<file path="config.mk">
export PLATFORM = sky130hd
export DESIGN_NAME = rsl_ref_sel_lock
export DESIGN_NICKNAME = d
export VERILOG_FILES = /design/src/rtl/rsl_pkg.sv /design/src/rtl/rsl_slope_limiter.sv /design/src/rtl/rsl_ref_sel_lock.sv
export SDC_FILE = /design/constraint.sdc
export NUM_CORES = 1
export LEC_CHECK = 0
export BUFFER_PORTS_ARGS = -buffer_cell sky130_fd_sc_hd__buf_4
export CORE_UTILIZATION = 45
export CTS_CLUSTER_SIZE = 28
export DETAILED_ROUTE_END_ITERATION = 8
export PLACE_DENSITY = 0.61
export SLEW_MARGIN = 20
export SYNTH_ARGS = -nofsm -noshare
export SYNTH_HDL_FRONTEND = slang
export SYNTH_HIERARCHICAL = 1
export SYNTH_SLANG_ARGS = --single-unit
export TNS_END_PERCENT = 20
</file>
<file path="constraint.sdc">
create_clock -name ref_clk_i -period 11.3 [get_ports ref_clk_i]
set_input_delay 1.695 -clock ref_clk_i [delete_from_list [all_inputs] [get_ports ref_clk_i]]
set_output_delay 1.695 -clock ref_clk_i [all_outputs]
set_load 0.02 [all_outputs]
</file>
<file path="src/rtl/rsl_pkg.sv">
// constants, register map and state type for reference select and lock indication
package rsl_pkg;

    // clock and timing
    localparam int CLK_HZ          = 25_000_000;
    localparam int CYC_PER_MS      = CLK_HZ / 1000;
    localparam int HOLD_SLOT_MS    = 26;
    localparam int HOLD_SLOT_CYC   = CYC_PER_MS * HOLD_SLOT_MS;
    localparam int LOCK_TIME_MS    = 1000;
    localparam int LOCK_CYC        = CYC_PER_MS * LOCK_TIME_MS;
    localparam int SLOPE_US_PER_S  = 61;
    localparam int SLOPE_TICK_MS   = 1;
    localparam int SLOPE_TICK_CYC  = CYC_PER_MS * SLOPE_TICK_MS;
    // phase lsb is 1 ns, so the step per tick is ns per ms of slope
    localparam int SLOPE_STEP_NS   = SLOPE_US_PER_S * SLOPE_TICK_MS;

    // widths
    localparam int PHASE_W         = 16;
    localparam int FREQ_W          = 32;
    localparam int ADDR_W          = 8;
    localparam int IRQ_W           = 4;

    // operating state select encodings
    localparam logic [1:0] MODE_AUTO     = 2'h0;
    localparam logic [1:0] MODE_HOLD     = 2'h1;
    localparam logic [1:0] MODE_FREE     = 2'h2;

    // register byte offsets
    localparam logic [ADDR_W-1:0] REG_STATUS    = 8'h00;
    localparam logic [ADDR_W-1:0] REG_IRQ_STAT  = 8'h04;
    localparam logic [ADDR_W-1:0] REG_IRQ_MASK  = 8'h08;
    localparam logic [ADDR_W-1:0] REG_LOCK_WIN  = 8'h0C;
    localparam logic [ADDR_W-1:0] REG_HOLD_FREQ = 8'h10;

    // status register fields
    localparam int ST_LOCK_BIT     = 0;
    localparam int ST_REF_BIT      = 1;
    localparam int ST_STATE_LSB    = 4;

    // interrupt bit positions
    localparam int IRQ_LOCK_GAIN   = 0;
    localparam int IRQ_LOCK_LOSS   = 1;
    localparam int IRQ_REF_SWITCH  = 2;
    localparam int IRQ_HOLD_ENTRY  = 3;

    // reset values
    localparam logic [PHASE_W-1:0] LOCK_WIN_RST = 16'h0064;
    localparam logic [IRQ_W-1:0]   IRQ_MASK_RST = 4'h0;
    localparam logic [FREQ_W-1:0]  FREQ_NOMINAL = 32'h0000_0000;

    typedef enum logic [1:0] {
        ST_HOLD,
        ST_TIE,
        ST_NORMAL,
        ST_FREE
    } rsl_state_t;

endpackage : rsl_pkg

</file>
<file path="src/rtl/rsl_slope_limiter.sv">
// output phase slope limiter: phase follows its target by a bounded step per tick
`timescale 1ns/100ps
module rsl_slope_limiter #(
    parameter int PW       = rsl_pkg::PHASE_W,
    parameter int STEP     = rsl_pkg::SLOPE_STEP_NS,
    parameter int TICK_CYC = rsl_pkg::SLOPE_TICK_CYC
) (
    // clock and reset
    input  wire logic                 ref_clk_i,
    input  wire logic                 rst_i,
    // control and data
    input  wire logic                 en_i,
    input  wire logic signed [PW-1:0] target_i,
    output logic signed [PW-1:0]      phase_o
);
    localparam int TW = $clog2(TICK_CYC + 1);
    localparam logic signed [PW:0] STEP_S = (PW+1)'(STEP);

    logic [TW-1:0]        tick_q, tick_d;
    logic signed [PW-1:0] phase_q, phase_d;
    logic signed [PW:0]   diff;

    always_comb begin
        diff    = {target_i[PW-1], target_i} - {phase_q[PW-1], phase_q};
        tick_d  = tick_q + TW'(1);
        phase_d = phase_q;
        if (tick_q == TW'(TICK_CYC - 1)) begin
            tick_d = '0;
            if (en_i) begin
                if (diff > STEP_S) begin
                    phase_d = phase_q + PW'(STEP);
                end else if (diff < -STEP_S) begin
                    phase_d = phase_q - PW'(STEP);
                end else begin
                    phase_d = target_i;
                end
            end
        end
    end

    always_ff @(posedge ref_clk_i) begin
        if (rst_i) begin
            tick_q  <= '0;
            phase_q <= '0;
        end else begin
            tick_q  <= tick_d;
            phase_q <= phase_d;
        end
    end

    assign phase_o = phase_q;
endmodule : rsl_slope_limiter

</file>
<file path="src/rtl/rsl_ref_sel_lock.sv">
// reference selection, hitless switch, lock qualify, slope limit and holdover capture
// How it works
// - select pin low picks first reference, high picks second; controller drives it.
// - select change in normal mode switches reference without output phase hit.
// - switch pushing output outside lock window drops lock, restarts timer, full lock time.
// - switch keeping output inside lock window keeps lock asserted throughout; a switch while the current reference is disrupted drops lock.
// - output phase change is limited to a fixed slope of 61 us/s.
// - holdover frequency is captured only in normal mode while locked.
// - a select change in auto mode normal state goes to holdover then back through tie correction.
// - state pins: 00 auto normal, 01 holdover, 10 freerun, 11 unused.
// - locked normal stores frequency alternately every 26 ms; holdover uses older one.
`timescale 1ns/100ps
module rsl_ref_sel_lock #(
    parameter int HOLD_SLOT_CYC  = rsl_pkg::HOLD_SLOT_CYC,
    parameter int LOCK_CYC       = rsl_pkg::LOCK_CYC,
    parameter int SLOPE_TICK_CYC = rsl_pkg::SLOPE_TICK_CYC
) (
    // clock and reset
    input  wire logic                              ref_clk_i,
    input  wire logic                              rst_i,
    // control pins
    input  wire logic                              ref_sel_i,
    input  wire logic                              operating_state_select_high_i,
    input  wire logic                              operating_state_select_low_i,
    input  wire logic                              holdover_recovery_choice_i,
    // reference monitor and loop inputs
    input  wire logic                              first_reference_disrupted_i,
    input  wire logic                              second_reference_disrupted_i,
    input  wire logic signed [rsl_pkg::PHASE_W-1:0] phase_err_i,
    input  wire logic [rsl_pkg::FREQ_W-1:0]        loop_freq_i,
    // status outputs
    output logic                                   active_ref_o,
    output logic                                   lock_o,
    output logic                                   holdover_o,
    output logic [rsl_pkg::FREQ_W-1:0]             freq_word_o,
    output logic signed [rsl_pkg::PHASE_W-1:0]     phase_adj_o,
    output logic                                   irq_o,
    // apb slave
    input  wire logic                              psel,
    input  wire logic                              penable,
    input  wire logic                              pwrite,
    input  wire logic [rsl_pkg::ADDR_W-1:0]        paddr,
    input  wire logic [31:0]                       pwdata,
    output logic [31:0]                            prdata,
    output logic                                   pready,
    output logic                                   pslverr
);
    localparam int PW = rsl_pkg::PHASE_W;
    localparam int FW = rsl_pkg::FREQ_W;
    localparam int IW = rsl_pkg::IRQ_W;
    localparam int LW = $clog2(LOCK_CYC + 1);
    localparam int HW = $clog2(HOLD_SLOT_CYC + 1);

    // state machine and reference selection
    rsl_pkg::rsl_state_t  state_q, state_d;
    logic                 ref_sel_q, ref_sel_d;
    logic                 sw_pend_q, sw_pend_d;
    logic                 lock_q, lock_d;
    logic [LW-1:0]        lock_cnt_q, lock_cnt_d;
    logic signed [PW-1:0] tie_off_q, tie_off_d;
    logic signed [PW-1:0] last_corr_q, last_corr_d;
    logic [FW-1:0]        freq_q, freq_d;
    logic [1:0]           mode;
    logic                 sel_chg, ref_bad, in_win, switching;
    logic signed [PW-1:0] corr_err;
    logic [PW-1:0]        corr_mag;
    logic [IW-1:0]        irq_evt;

    // holdover storage
    logic [FW-1:0]        slot_q [2];
    logic [FW-1:0]        slot_d [2];
    logic                 wr_ptr_q, wr_ptr_d;
    logic [HW-1:0]        slot_cnt_q, slot_cnt_d;
    logic [FW-1:0]        hold_q, hold_d;

    // registers
    logic [IW-1:0]        irq_stat_q, irq_stat_d;
    logic [IW-1:0]        irq_mask_q, irq_mask_d;
    logic [PW-1:0]        lock_win_q, lock_win_d;
    logic [31:0]          prdata_q, prdata_d;
    logic                 wr_en, rd_setup, addr_ok;

    assign mode     = {operating_state_select_high_i, operating_state_select_low_i};
    assign sel_chg  = ref_sel_i != ref_sel_q;
    assign ref_bad  = ref_sel_q ? second_reference_disrupted_i : first_reference_disrupted_i;
    assign corr_err = phase_err_i - tie_off_q;
    assign corr_mag = corr_err[PW-1] ? PW'(-corr_err) : PW'(corr_err);
    assign in_win   = corr_mag <= lock_win_q;
    assign switching = sw_pend_q || (state_q == rsl_pkg::ST_TIE);

    always_comb begin
        state_d     = state_q;
        ref_sel_d   = ref_sel_i;
        sw_pend_d   = sw_pend_q;
        tie_off_d   = tie_off_q;
        last_corr_d = last_corr_q;
        if (sel_chg) begin
            sw_pend_d = 1'b1;
        end
        unique case (mode)
            rsl_pkg::MODE_HOLD: state_d = rsl_pkg::ST_HOLD;
            rsl_pkg::MODE_FREE: state_d = rsl_pkg::ST_FREE;
            rsl_pkg::MODE_AUTO: begin
                unique case (state_q)
                    rsl_pkg::ST_FREE: state_d = rsl_pkg::ST_HOLD;
                    rsl_pkg::ST_NORMAL: begin
                        // on the select edge the error already shows the new reference
                        if (!sel_chg) begin
                            last_corr_d = corr_err;
                        end
                        if (sel_chg || ref_bad) begin
                            state_d = rsl_pkg::ST_HOLD;
                        end
                    end
                    rsl_pkg::ST_HOLD: begin
                        if (!ref_bad && !sel_chg) begin
                            if (sw_pend_q || holdover_recovery_choice_i) begin
                                state_d = rsl_pkg::ST_TIE;
                            end else begin
                                state_d   = rsl_pkg::ST_NORMAL;
                                tie_off_d = '0;
                            end
                        end
                    end
                    rsl_pkg::ST_TIE: begin
                        // keep the corrected error where it was, so the output sees no jump
                        tie_off_d = phase_err_i - last_corr_q;
                        state_d   = rsl_pkg::ST_NORMAL;
                        sw_pend_d = 1'b0;
                    end
                endcase
            end
            default: state_d = state_q;
        endcase
        if (mode != rsl_pkg::MODE_AUTO) begin
            sw_pend_d = 1'b0;
        end
    end

    // lock qualify timer and lock flag
    always_comb begin
        lock_d     = lock_q;
        lock_cnt_d = '0;
        if (state_q == rsl_pkg::ST_NORMAL) begin
            // the uncorrected error on the select edge is not judged
            if (!in_win && !sel_chg) begin
                lock_d     = 1'b0;
                lock_cnt_d = '0;
            end else if (!lock_q && in_win) begin
                lock_cnt_d = lock_cnt_q + LW'(1);
                if (lock_cnt_q == LW'(LOCK_CYC - 1)) begin
                    lock_d     = 1'b1;
                    lock_cnt_d = '0;
                end
            end
        end else if (!(switching || (sel_chg && lock_q))) begin
            lock_d = 1'b0;
        end
        // a switch inside the window leaves lock_d untouched
        if (state_q == rsl_pkg::ST_NORMAL && state_d == rsl_pkg::ST_HOLD && ref_bad) begin
            lock_d = 1'b0;
        end
    end

    // holdover frequency capture into two alternating slots
    always_comb begin
        slot_d     = slot_q;
        wr_ptr_d   = wr_ptr_q;
        slot_cnt_d = '0;
        hold_d     = hold_q;
        if (state_q == rsl_pkg::ST_NORMAL && lock_q) begin
            slot_cnt_d = slot_cnt_q + HW'(1);
            if (slot_cnt_q == HW'(HOLD_SLOT_CYC - 1)) begin
                slot_cnt_d       = '0;
                slot_d[wr_ptr_q] = loop_freq_i;
                wr_ptr_d         = !wr_ptr_q;
            end
        end
        if (state_q != rsl_pkg::ST_HOLD && state_d == rsl_pkg::ST_HOLD) begin
            // the slot about to be overwritten is the older one
            hold_d = slot_q[wr_ptr_q];
        end
        unique case (state_q)
            rsl_pkg::ST_NORMAL, rsl_pkg::ST_TIE: freq_d = loop_freq_i;
            rsl_pkg::ST_HOLD:                    freq_d = hold_q;
            rsl_pkg::ST_FREE:                    freq_d = rsl_pkg::FREQ_NOMINAL;
        endcase
    end

    rsl_slope_limiter #(
        .PW       (PW),
        .STEP     (rsl_pkg::SLOPE_STEP_NS),
        .TICK_CYC (SLOPE_TICK_CYC)
    ) u_slope (
        .ref_clk_i (ref_clk_i),
        .rst_i     (rst_i),
        .en_i      (state_q == rsl_pkg::ST_NORMAL && !sel_chg),
        .target_i  (corr_err),
        .phase_o   (phase_adj_o)
    );

    // apb register file and interrupts
    assign wr_en    = psel && penable && pwrite;
    assign rd_setup = psel && !penable && !pwrite;
    assign addr_ok  = paddr == rsl_pkg::REG_STATUS || paddr == rsl_pkg::REG_IRQ_STAT ||
                      paddr == rsl_pkg::REG_IRQ_MASK || paddr == rsl_pkg::REG_LOCK_WIN ||
                      paddr == rsl_pkg::REG_HOLD_FREQ;

    always_comb begin
        irq_evt = '0;
        irq_evt[rsl_pkg::IRQ_LOCK_GAIN]  = lock_d && !lock_q;
        irq_evt[rsl_pkg::IRQ_LOCK_LOSS]  = !lock_d && lock_q;
        irq_evt[rsl_pkg::IRQ_REF_SWITCH] = sel_chg;
        irq_evt[rsl_pkg::IRQ_HOLD_ENTRY] = state_d == rsl_pkg::ST_HOLD &&
                                           state_q != rsl_pkg::ST_HOLD;
        irq_stat_d = irq_stat_q;
        irq_mask_d = irq_mask_q;
        lock_win_d = lock_win_q;
        prdata_d   = prdata_q;
        if (wr_en && paddr == rsl_pkg::REG_IRQ_STAT) begin
            irq_stat_d = irq_stat_q & ~pwdata[IW-1:0];
        end
        // a new event wins over a clear in the same cycle
        irq_stat_d = irq_stat_d | irq_evt;
        if (wr_en && paddr == rsl_pkg::REG_IRQ_MASK) begin
            irq_mask_d = pwdata[IW-1:0];
        end
        if (wr_en && paddr == rsl_pkg::REG_LOCK_WIN) begin
            lock_win_d = pwdata[PW-1:0];
        end
        if (rd_setup) begin
            prdata_d = '0;
            unique case (paddr)
                rsl_pkg::REG_STATUS: begin
                    prdata_d[rsl_pkg::ST_LOCK_BIT] = lock_q;
                    prdata_d[rsl_pkg::ST_REF_BIT]  = ref_sel_q;
                    prdata_d[rsl_pkg::ST_STATE_LSB +: 2] = state_q;
                end
                rsl_pkg::REG_IRQ_STAT:  prdata_d[IW-1:0] = irq_stat_q;
                rsl_pkg::REG_IRQ_MASK:  prdata_d[IW-1:0] = irq_mask_q;
                rsl_pkg::REG_LOCK_WIN:  prdata_d[PW-1:0] = lock_win_q;
                rsl_pkg::REG_HOLD_FREQ: prdata_d = hold_q;
                default:                prdata_d = '0;
            endcase
        end
    end

    always_ff @(posedge ref_clk_i) begin
        if (rst_i) begin
            state_q     <= rsl_pkg::ST_HOLD;
            ref_sel_q   <= 1'b0;
            sw_pend_q   <= 1'b0;
            lock_q      <= 1'b0;
            lock_cnt_q  <= '0;
            tie_off_q   <= '0;
            last_corr_q <= '0;
            freq_q      <= rsl_pkg::FREQ_NOMINAL;
            slot_q[0]   <= rsl_pkg::FREQ_NOMINAL;
            slot_q[1]   <= rsl_pkg::FREQ_NOMINAL;
            wr_ptr_q    <= 1'b0;
            slot_cnt_q  <= '0;
            hold_q      <= rsl_pkg::FREQ_NOMINAL;
            irq_stat_q  <= '0;
            irq_mask_q  <= rsl_pkg::IRQ_MASK_RST;
            lock_win_q  <= rsl_pkg::LOCK_WIN_RST;
            prdata_q    <= '0;
        end else begin
            state_q     <= state_d;
            ref_sel_q   <= ref_sel_d;
            sw_pend_q   <= sw_pend_d;
            lock_q      <= lock_d;
            lock_cnt_q  <= lock_cnt_d;
            tie_off_q   <= tie_off_d;
            last_corr_q <= last_corr_d;
            freq_q      <= freq_d;
            slot_q      <= slot_d;
            wr_ptr_q    <= wr_ptr_d;
            slot_cnt_q  <= slot_cnt_d;
            hold_q      <= hold_d;
            irq_stat_q  <= irq_stat_d;
            irq_mask_q  <= irq_mask_d;
            lock_win_q  <= lock_win_d;
            prdata_q    <= prdata_d;
        end
    end

    assign active_ref_o = ref_sel_q;
    assign lock_o       = lock_q;
    assign holdover_o   = state_q == rsl_pkg::ST_HOLD;
    assign freq_word_o  = freq_q;
    assign irq_o        = |(irq_stat_q & irq_mask_q);
    assign prdata       = prdata_q;
    assign pready       = 1'b1;
    assign pslverr      = psel && penable && !addr_ok;
endmodule : rsl_ref_sel_lock

</file>
==> key figures, run 1 <==
Placed design
  • Pre-CTS setup slack: ~4000 ps
  • IO buf count: 167
  • Gpl congestion: around 0.83
  • Post-detail-place hpwl: slightly above 30000 µm

Synthesis
  • Share of the synthesized area in the top cell type: a little under two fifths
  • Top FF cell, synth: dfxtp_1
  • Top post-synthesis cells by area: dfxtp_1 37%, nand2_1 7.1%, a21oi_1 6.3%
  • Avg Cell Area, Syn: ~8.0 µm²
  • YS warnings: 6
  • Biggest area consumer among synthesized cells: dfxtp_1
  • Ys async rst share: 0%
  • Mapped Cells: 2025
  • Sequential area share after synthesis: a little under two fifths
  • Yosys cell types: 100
  • Post-Synthesis Cell Area: 16200 µm²
  • Post-synthesis register bit count: around 300
  • Post-synth EDFFs: 0
  • Net count after synthesis: about 2200

Clocking
  • # hold bufs at CTS: 0
  • Clock-pin slew on the worst setup and hold paths: 60 ps
  • CTS Buffer Depth: 3
  • Max H-tree Level: 2
  • Sink Count: just under 300
  • CTS tree: built
  • # resized after CTS: 0
  • Num CTS Buffers: 37
  • Clock Tree Root: clkbuf_16
  • Worst skew pair latency: 530 ps
  • Postcts setup bufs: 0

Timing
  • Achievable Freq: roughly 0.14 GHz
  • Setup TNS: 0 ps
  • Max Slew Vio Count: 0
  • Setup-failing EPs final: 0
  • Period utilization: 61.2%
  • RSZ-0062 raised after global routing: false
  • Slew HR: between 20% and 30%
  • Tmin final: between 6000 and 7000 ps
  • Fin. Hold Viols: 0
  • Actual slew at the worst max-slew pin: 1100 ps
  • Clock Skew: ~28 ps
  • Setup ws final: 4380 ps

Global route
  • All-Layer GR Usage: between 20% and 30%
  • First-pass GRT wire length: around 70000 µm
  • Initial antenna violation count: 0
  • Vias in the first global route: about 14000
  • Pin count of the biggest net entering global routing: 83
  • Total gr overflow: 0

Worst setup path
  • Worst EP arrival: approximately 7300 ps
  • CP max-delay cell: a311o_1
  • CP Class: input port to register
  • Largest stage delay, worst path: approximately 500 ps
  • Crit path capture type: register
  • Critical Path, Cell by Cell: buf_4 -> inv_1 -> ha_1 -> inv_1 -> fa_1 -> a211oi_1 -> nor2_1 -> a41oi_1 -> a21oi_1 -> nor4b_1 -> a311o_1 -> ha_1 -> nand2_1 -> o21ai_0 -> nor4_1 -> a2111o_1 -> and4bb_1 -> a21oi_2 -> buf_4 -> nor2_2 -> a211oi_1 -> a211oi_1
  • CP dominant cell by count: a211oi_1
  • CP required: 11720 ps
  • CP max FO: 22
  • CP startpoint kind: input port

Die
  • Die W: 191 µm
  • I/O Pins: between 150 and 200
  • Full die area: roughly 37000 µm²
  • Chip height: 191 µm
  • Cell row count: ~70
  • Core ar.: between 30000 and 40000 µm²
  • Initial core utilization: between 40% and 50%

Drt
  • DR pass1 iterations: 7
  • Routed vias/inst: between 5 and 6
  • DRC: 0
  • Routed len/inst: approximately 17 µm
  • Vias: approximately 15000
  • Initial drt markers: 803
  • WL final: about 45000 µm
  • Detail Route Antenna Nets: 0

Layout
  • N_diodes: 0
  • Fill cells: between 3000 and 4000
  • Final #Nets: around 2300
  • Share of cells above drive strength 1: 14.8%
  • Layout area overhead: 16.8%

Power
  • Sw Share: between 20% and 30%
  • Pint: approximately 0.002 W
  • IR Drop Worst-Case VDD: 0.100 mV
  • Clk pwr share: between 40% and 50%
  • Power per cell area: between 100 and 150 nW/µm²
  • Leakage power: a little under 7 nW
  • Reg power frac: between 40% and 50%
  • NetSw: roughly 0.00074 W
  • Gate power share: ~16%

Min path
  • Worst Hold Class: register to register

Run status
  • Status: completed

Run
  • Max Cap Viol: 0
[power by group through the flow]
stage | registers [W] | clock network [W] | logic, W
floorplan | 0.00113 | 0 | 0.000289
global placement | 0.00112 | 0 | 0.000422
detailed placement | 0.00112 | 0 | 0.000429
CTS | 0.00109 | 0.00119 | 0.000432
global route | 0.00110 | 0.00123 | 0.000475
finish | 0.00109 | 0.00116 | 0.000434
[final timing paths]
check / start / to / slack [ps] / depth (start not counted)
worst min-delay path: slot_cnt_q[0] / slot_cnt_q[0] / 440 / 1
worst max-delay path: phase_err_i[0] / u_slope/phase_o[15] / 4380 / 22
worst max register to register: tie_off_q[1] / u_slope/phase_o[15] / 5400 / 20
worst min register to register: slot_cnt_q[0] / slot_cnt_q[0] / 440 / 1
[per-stage QoR]
| step | hold WS (ps) | cell area [µm²] | power [W] | utilization, % | std cells |
|---|---|---|---|---|---|
| 2_1_floorplan | 413 | 16200 | 0.00141 | - | 2025 |
| 3_3_place_gp | 423 | 17700 | 0.00154 | 49.9 | 2565 |
| 3_5_place_dp | 435 | 17700 | 0.00155 | 49.9 | 2565 |
| 4_1_cts | 447 | 18900 | 0.00271 | 53.2 | 2630 |
| 5_1_grt | 463 | 18900 | 0.00280 | 53.2 | 2630 |
| 6_report | 442 | 18900 | 0.00269 | 53.2 | 2630 |
[cell usage in the layout, fill, tap and decap left out, types with 25 or more instances in the layout]
| master | count |
|---|---|
| nand2_1 | 305 |
| dfxtp_1 | 297 |
| nor2_1 | 269 |
| a21oi_1 | 203 |
| buf_4 | 185 |
| inv_1 | 90 |
| ha_1 | 71 |
| nand3_1 | 62 |
| xnor2_1 | 54 |
| xor2_1 | 50 |
| o21ai_0 | 42 |
| nor3_1 | 38 |
| mux2i_1 | 38 |
| clkbuf_16 | 38 |
| a211oi_2 | 30 |
| a211oi_1 | 25 |
[cells by family (layout without fill, tap and decap cells)]
logic type / after synthesis / in the layout / synth area share, %
fa+ha+maj: 75 / 75 / 5.95
simple gates: 839 / 839 / 23.7
buf+inv: 199 / 343 / 5.13
xor+xnor: 104 / 104 / 5.64
other cells: 1 / 1 / 0.0232
compound gates: 464 / 464 / 19.8
mux: 45 / 45 / 2.84
flops: 298 / 298 / 36.9
[flip-flops by register name, summed over array words and instances, names as in the netlist, 15 cells and up]
name,cells
hold_q,32
u_slope/phase_o,16
last_corr_q,16
slot_q,64
lock_cnt_q,25
tie_off_q,16
prdata,32
u_slope/tick_q,15
lock_win_q,16
freq_word_o,32
slot_cnt_q,20
[routing by layer]
layer  vias to the layer above  wire length, µm  GRT usage, %
li1                       7302                -             -
met1                      6920            21100          32.2
met2                       350            20600          40.2
met3                        58             2200          3.19
met4                         0              867          6.35
met5                         -                0             0
[worst max-delay path: cells and delay by family]
kind                       cells  cell delay (ps)
adders and majority gates      3             1070
buffers and inverters          4              500
and+or+nand+nor                6             1420
AOI/OAI and AO/OA              9             2610
[cell type report]
type / count / area [µm²] / share of cell area (%)
Timing Repair Buffer: 186 / 1400 / 7.43
Tap cell: 461 / 577 / 3.06
Sequential cell: 298 / 5970 / 31.6
Clock buffer: 57 / 1080 / 5.73
Clock inverter: 8 / 108 / 0.570
Inverter: 92 / 345 / 1.83
Multi-Input combinational cell: 1528 / 9400 / 49.8
[cells in the mapped netlist (24+ instances only)]
library cell,instances
dfxtp_1,298
inv_1,90
nor2_1,269
nand3_1,62
xor2_1,50
nand2_1,305
nor3_1,41
ha_1,72
mux2i_1,38
a21oi_1,203
o21ai_0,42
a211oi_1,25
clkbuf_1,83
a211oi_2,30
and3_1,24
xnor2_1,54
No activity file was read; power rests on OpenSTA's default activity.
==> inputs of run 2 (changes only) <==
Settings changed: ABC_AREA set to 1, PLACE_DENSITY 0.61 to 0.63.
Clock period 11.3 ns to 5.8 ns, I/O delays scaled along.
==> run 2 against run 1 <==
Critical path depth rose by 1. Critical path type unchanged. Non-clock buffer count shrank 5. Critical endpoint is now lock_cnt_q[2]. Synthesized area rose by 2.3%.
==> key figures, run 2 <==
Run status
  • Status: completed

Clocking
  • Max H-tree Level: 2 (unchanged)
  • Worst skew pair latency: 540 ps (about the same)
  • Num CTS Buffers: 36 (-2.7%)
  • # hold bufs at CTS: 0 (unchanged)
  • CTS Buffer Depth: 3 (unchanged)
  • Postcts setup bufs: 0 (unchanged)
  • Clock Tree Root: clkbuf_16
  • CTS tree: built
  • Sink Count: 298 (unchanged)
  • # resized after CTS: 0 (unchanged)
  • Clock-pin slew on the worst setup and hold paths: 50 ps (about the same)

Placed design
  • Post-detail-place hpwl: 32400 µm (+5.2%)
  • Gpl congestion: 0.906 (+9.1%)
  • IO buf count: 167 (unchanged)

Worst setup path
  • CP top delay family: simple AND/OR/NAND/NOR gates
  • CP max-delay cell: nand2_1
  • Crit path capture type: register
  • CP startpoint kind: input port
  • Largest stage delay, worst path: 560 ps (+60 ps)
  • Critical Path, Cell by Cell: buf_4 -> ha_1 -> nand2_1 -> inv_1 -> a21oi_1 -> inv_1 -> a21oi_1 -> nand3b_1 -> nand2_1 -> o21ai_0 -> nand2_1 -> nand2_1 -> nand2_1 -> inv_1 -> ha_1 -> nand2_1 -> nor2_1 -> nand4_1 -> inv_1 -> nand4_1 -> nand2_1 -> nand2_1 -> nor3_1
  • CP max FO: 25 (+14%)
  • Worst EP arrival: 4950 ps (-2380 ps)
  • CP Class: input port to register
  • CP required: 6230 ps (-5490 ps)
  • CP dominant cell by count: nand2_1
  • Worst path bufs/invs: 5 (+1)

Global route
  • Vias in the first global route: 15100 (+9.4%)
  • Pin count of the biggest net entering global routing: 96 (+16%)
  • First-pass GRT wire length: 75000 µm (+5.8%)
  • Total gr overflow: 0 (unchanged)
  • All-Layer GR Usage: 24.3% (+0.30 points)
  • Initial antenna violation count: 0 (unchanged)

Synthesis
  • Post-synth EDFFs: 0 (unchanged)
  • Top FF cell, synth: dfxtp_1
  • Post-synthesis register bit count: 298 (unchanged)
  • Synth cell count leaders: 523 x nand2_1, 372 x inv_1, 298 x dfxtp_1, 285 x a21oi_1, 225 x o21ai_0
  • Biggest area consumer among synthesized cells: dfxtp_1
  • YS warnings: 6 (unchanged)
  • Top-count cell post-synth: nand2_1
  • Avg Cell Area, Syn: 6.69 µm² (-16%)
  • Mapped Cells: 2472 (+22%)
  • Post-Synthesis Cell Area: 16500 µm² (+2.3%)
  • Yosys cell types: 53 (-47%)
  • Sequential area share after synthesis: 36.1% (-0.85 points)
  • Top post-synthesis cells by area: dfxtp_1 36%, nand2_1 12%, a21oi_1 8.6%
  • Share of the synthesized area in the top cell type: 36.1% (-0.85 points)
  • Ys async rst share: 0% (unchanged)
  • Net count after synthesis: 2646 (+20%)

Power
  • Gate power share: 16.7% (+0.5 points)
  • Reg power frac: 38.2% (-2.5 points)
  • Power per cell area: 282 nW/µm² (+98%)
  • NetSw: 0.00155 W (+110%)
  • Leakage power: 8.41 nW (+21%)
  • Sw Share: 28.2% (+0.77 points)
  • Clk pwr share: 45.1% (+1.9 points)
  • Pint: 0.00394 W (+100%)
  • IR Drop Worst-Case VDD: 0.236 mV (+140%)

Layout
  • Most frequent cells in the layout: 523 x nand2_1, 371 x inv_1, 297 x dfxtp_1
  • N_diodes: 0 (unchanged)
  • Util after Layout: 54.3% (+1.1 points)
  • Final #Nets: 2774 (+20%)
  • Most common cell after layout, fill and taps aside: nand2_1
  • Largest register FFs: 64 (unchanged)
  • Share of cells above drive strength 1: 11.7% (-3.1 points)
  • Biggest register: slot_q
  • Layout area overhead: 17.6%
  • Fill cells: 3578 (+5.4%)

Drt
  • DR pass1 iterations: 6 (-1)
  • DRC: 0 (unchanged)
  • Detail Route Antenna Nets: 0 (unchanged)
  • Routed len/inst: 14.9 µm (-12%)
  • Vias: 16000 (+9.4%)
  • Routed vias/inst: 5.18 (-6.9%)
  • WL final: 46100 µm (+2.9%)
  • Initial drt markers: 956 (+19%)

Die
  • I/O Pins: 185 (unchanged)
  • Core ar.: 35800 µm² (+0.97%)
  • Chip height: 194 µm (+1.2%)
  • Die W: 194 µm (+1.2%)
  • Full die area: 37500 µm² (+2.3%)
  • Initial core utilization: 46.2% (+0.62 points)
  • Cell row count: 69 (unchanged)

Timing
  • Max Slew Vio Count: 0 (unchanged)
  • Actual slew at the worst max-slew pin: 975 ps (-130 ps)
  • Tmin final: ~4500 ps
  • Period utilization: ~80%
  • Fin. Hold Viols: 0 (unchanged)
  • Hold WS: 444 ps (+1.36 ps)
  • Achievable Freq: between 0.2 and 0.25 GHz
  • Slew HR: 35.0% (+8.6 points)
  • Setup TNS: 0 ps (unchanged)
  • Clock Skew: 19.7 ps (-8.48 ps)
  • Setup-failing EPs final: 0 (unchanged)
  • RSZ-0062 raised after global routing: false

Min path
  • Worst Hold Class: register to register

Run
  • Max Cap Viol: 0 (unchanged)
run 2: through the flow:
stage | power, W | setup slack (ps) | cells | area [µm²]
after floorplan | 0.00277 | 1670 | 2472 | 16500
after global placement | 0.00304 | 812 | 3023 | 18100
after detailed placement | 0.00305 | 715 | 3023 | 18100
after CTS | 0.00553 | 1250 | 3089 | 19400
after global routing | 0.00573 | 807 | 3089 | 19400
final | 0.00549 | 1280 | 3089 | 19400
run 2: worst paths after layout:
check,startpoint,end,slack (ps),depth (start not counted)
worst max-delay path,phase_err_i[10],lock_cnt_q[2],1280,23
worst min-delay path,slot_q[27],slot_q[27],440,2
worst max register to register,tie_off_q[10],lock_cnt_q[2],1340,23
worst min register to register,slot_q[27],slot_q[27],440,2
run 2: final cells by class:
type / count / area, µm² / area share, %
flip-flops and latches: 298 / 5970 / 30.7
well taps: 461 / 577 / 2.97
clock inverters: 14 / 259 / 1.33
inverters: 385 / 1450 / 7.43
clock buffers: 52 / 1060 / 5.46
repair buffers: 181 / 1360 / 6.99
multi-input cells: 1698 / 8770 / 45.1
run 2: routing by layer:
metal / track usage (%) / part of all wire [%] / up-vias
met4: 7.26 / 2.1 / 0
met2: 40.7 / 45 / 410
li1: - / - / 8212
met1: 32.1 / 47 / 7317
met5: 0 / 0 / -
met3: 3.83 / 5.9 / 61
run 2: cell families (layout without fill, tap and decap cells):
kind of cell | count (synthesis) | after routing | synth area share [%]
and+or+nand+nor | 995 | 995 | 25.8
DFF | 298 | 298 | 36.1
adders and majority gates | 75 | 75 | 5.81
xor gates and xnor gates | 57 | 57 | 3.13
AOI/OAI and AO/OA | 570 | 570 | 18.1
buffers and inverters | 476 | 632 | 11.0
other | 1 | 1 | 0.0227
run 2: tightest hold or removal path, delay by kind of cell (launching register included):
family	cells	cell delay, ps
flip-flops	1	310
AO/OA/AOI/OAI	1	50
buffers and inverters	1	50
run 2: power by group through the flow:
| stage | clock (W) | combinational [W] | sequential [W] |
|---|---|---|---|
| 3_5_place_dp | 0 | 0.000913 | 0.00214 |
| 6_report | 0.00247 | 0.000918 | 0.00210 |
| 4_1_cts | 0.00251 | 0.000918 | 0.00210 |
| 2_1_floorplan | 0 | 0.000607 | 0.00217 |
| 3_3_place_gp | 0 | 0.000903 | 0.00214 |
| 5_1_grt | 0.00260 | 0.00103 | 0.00210 |
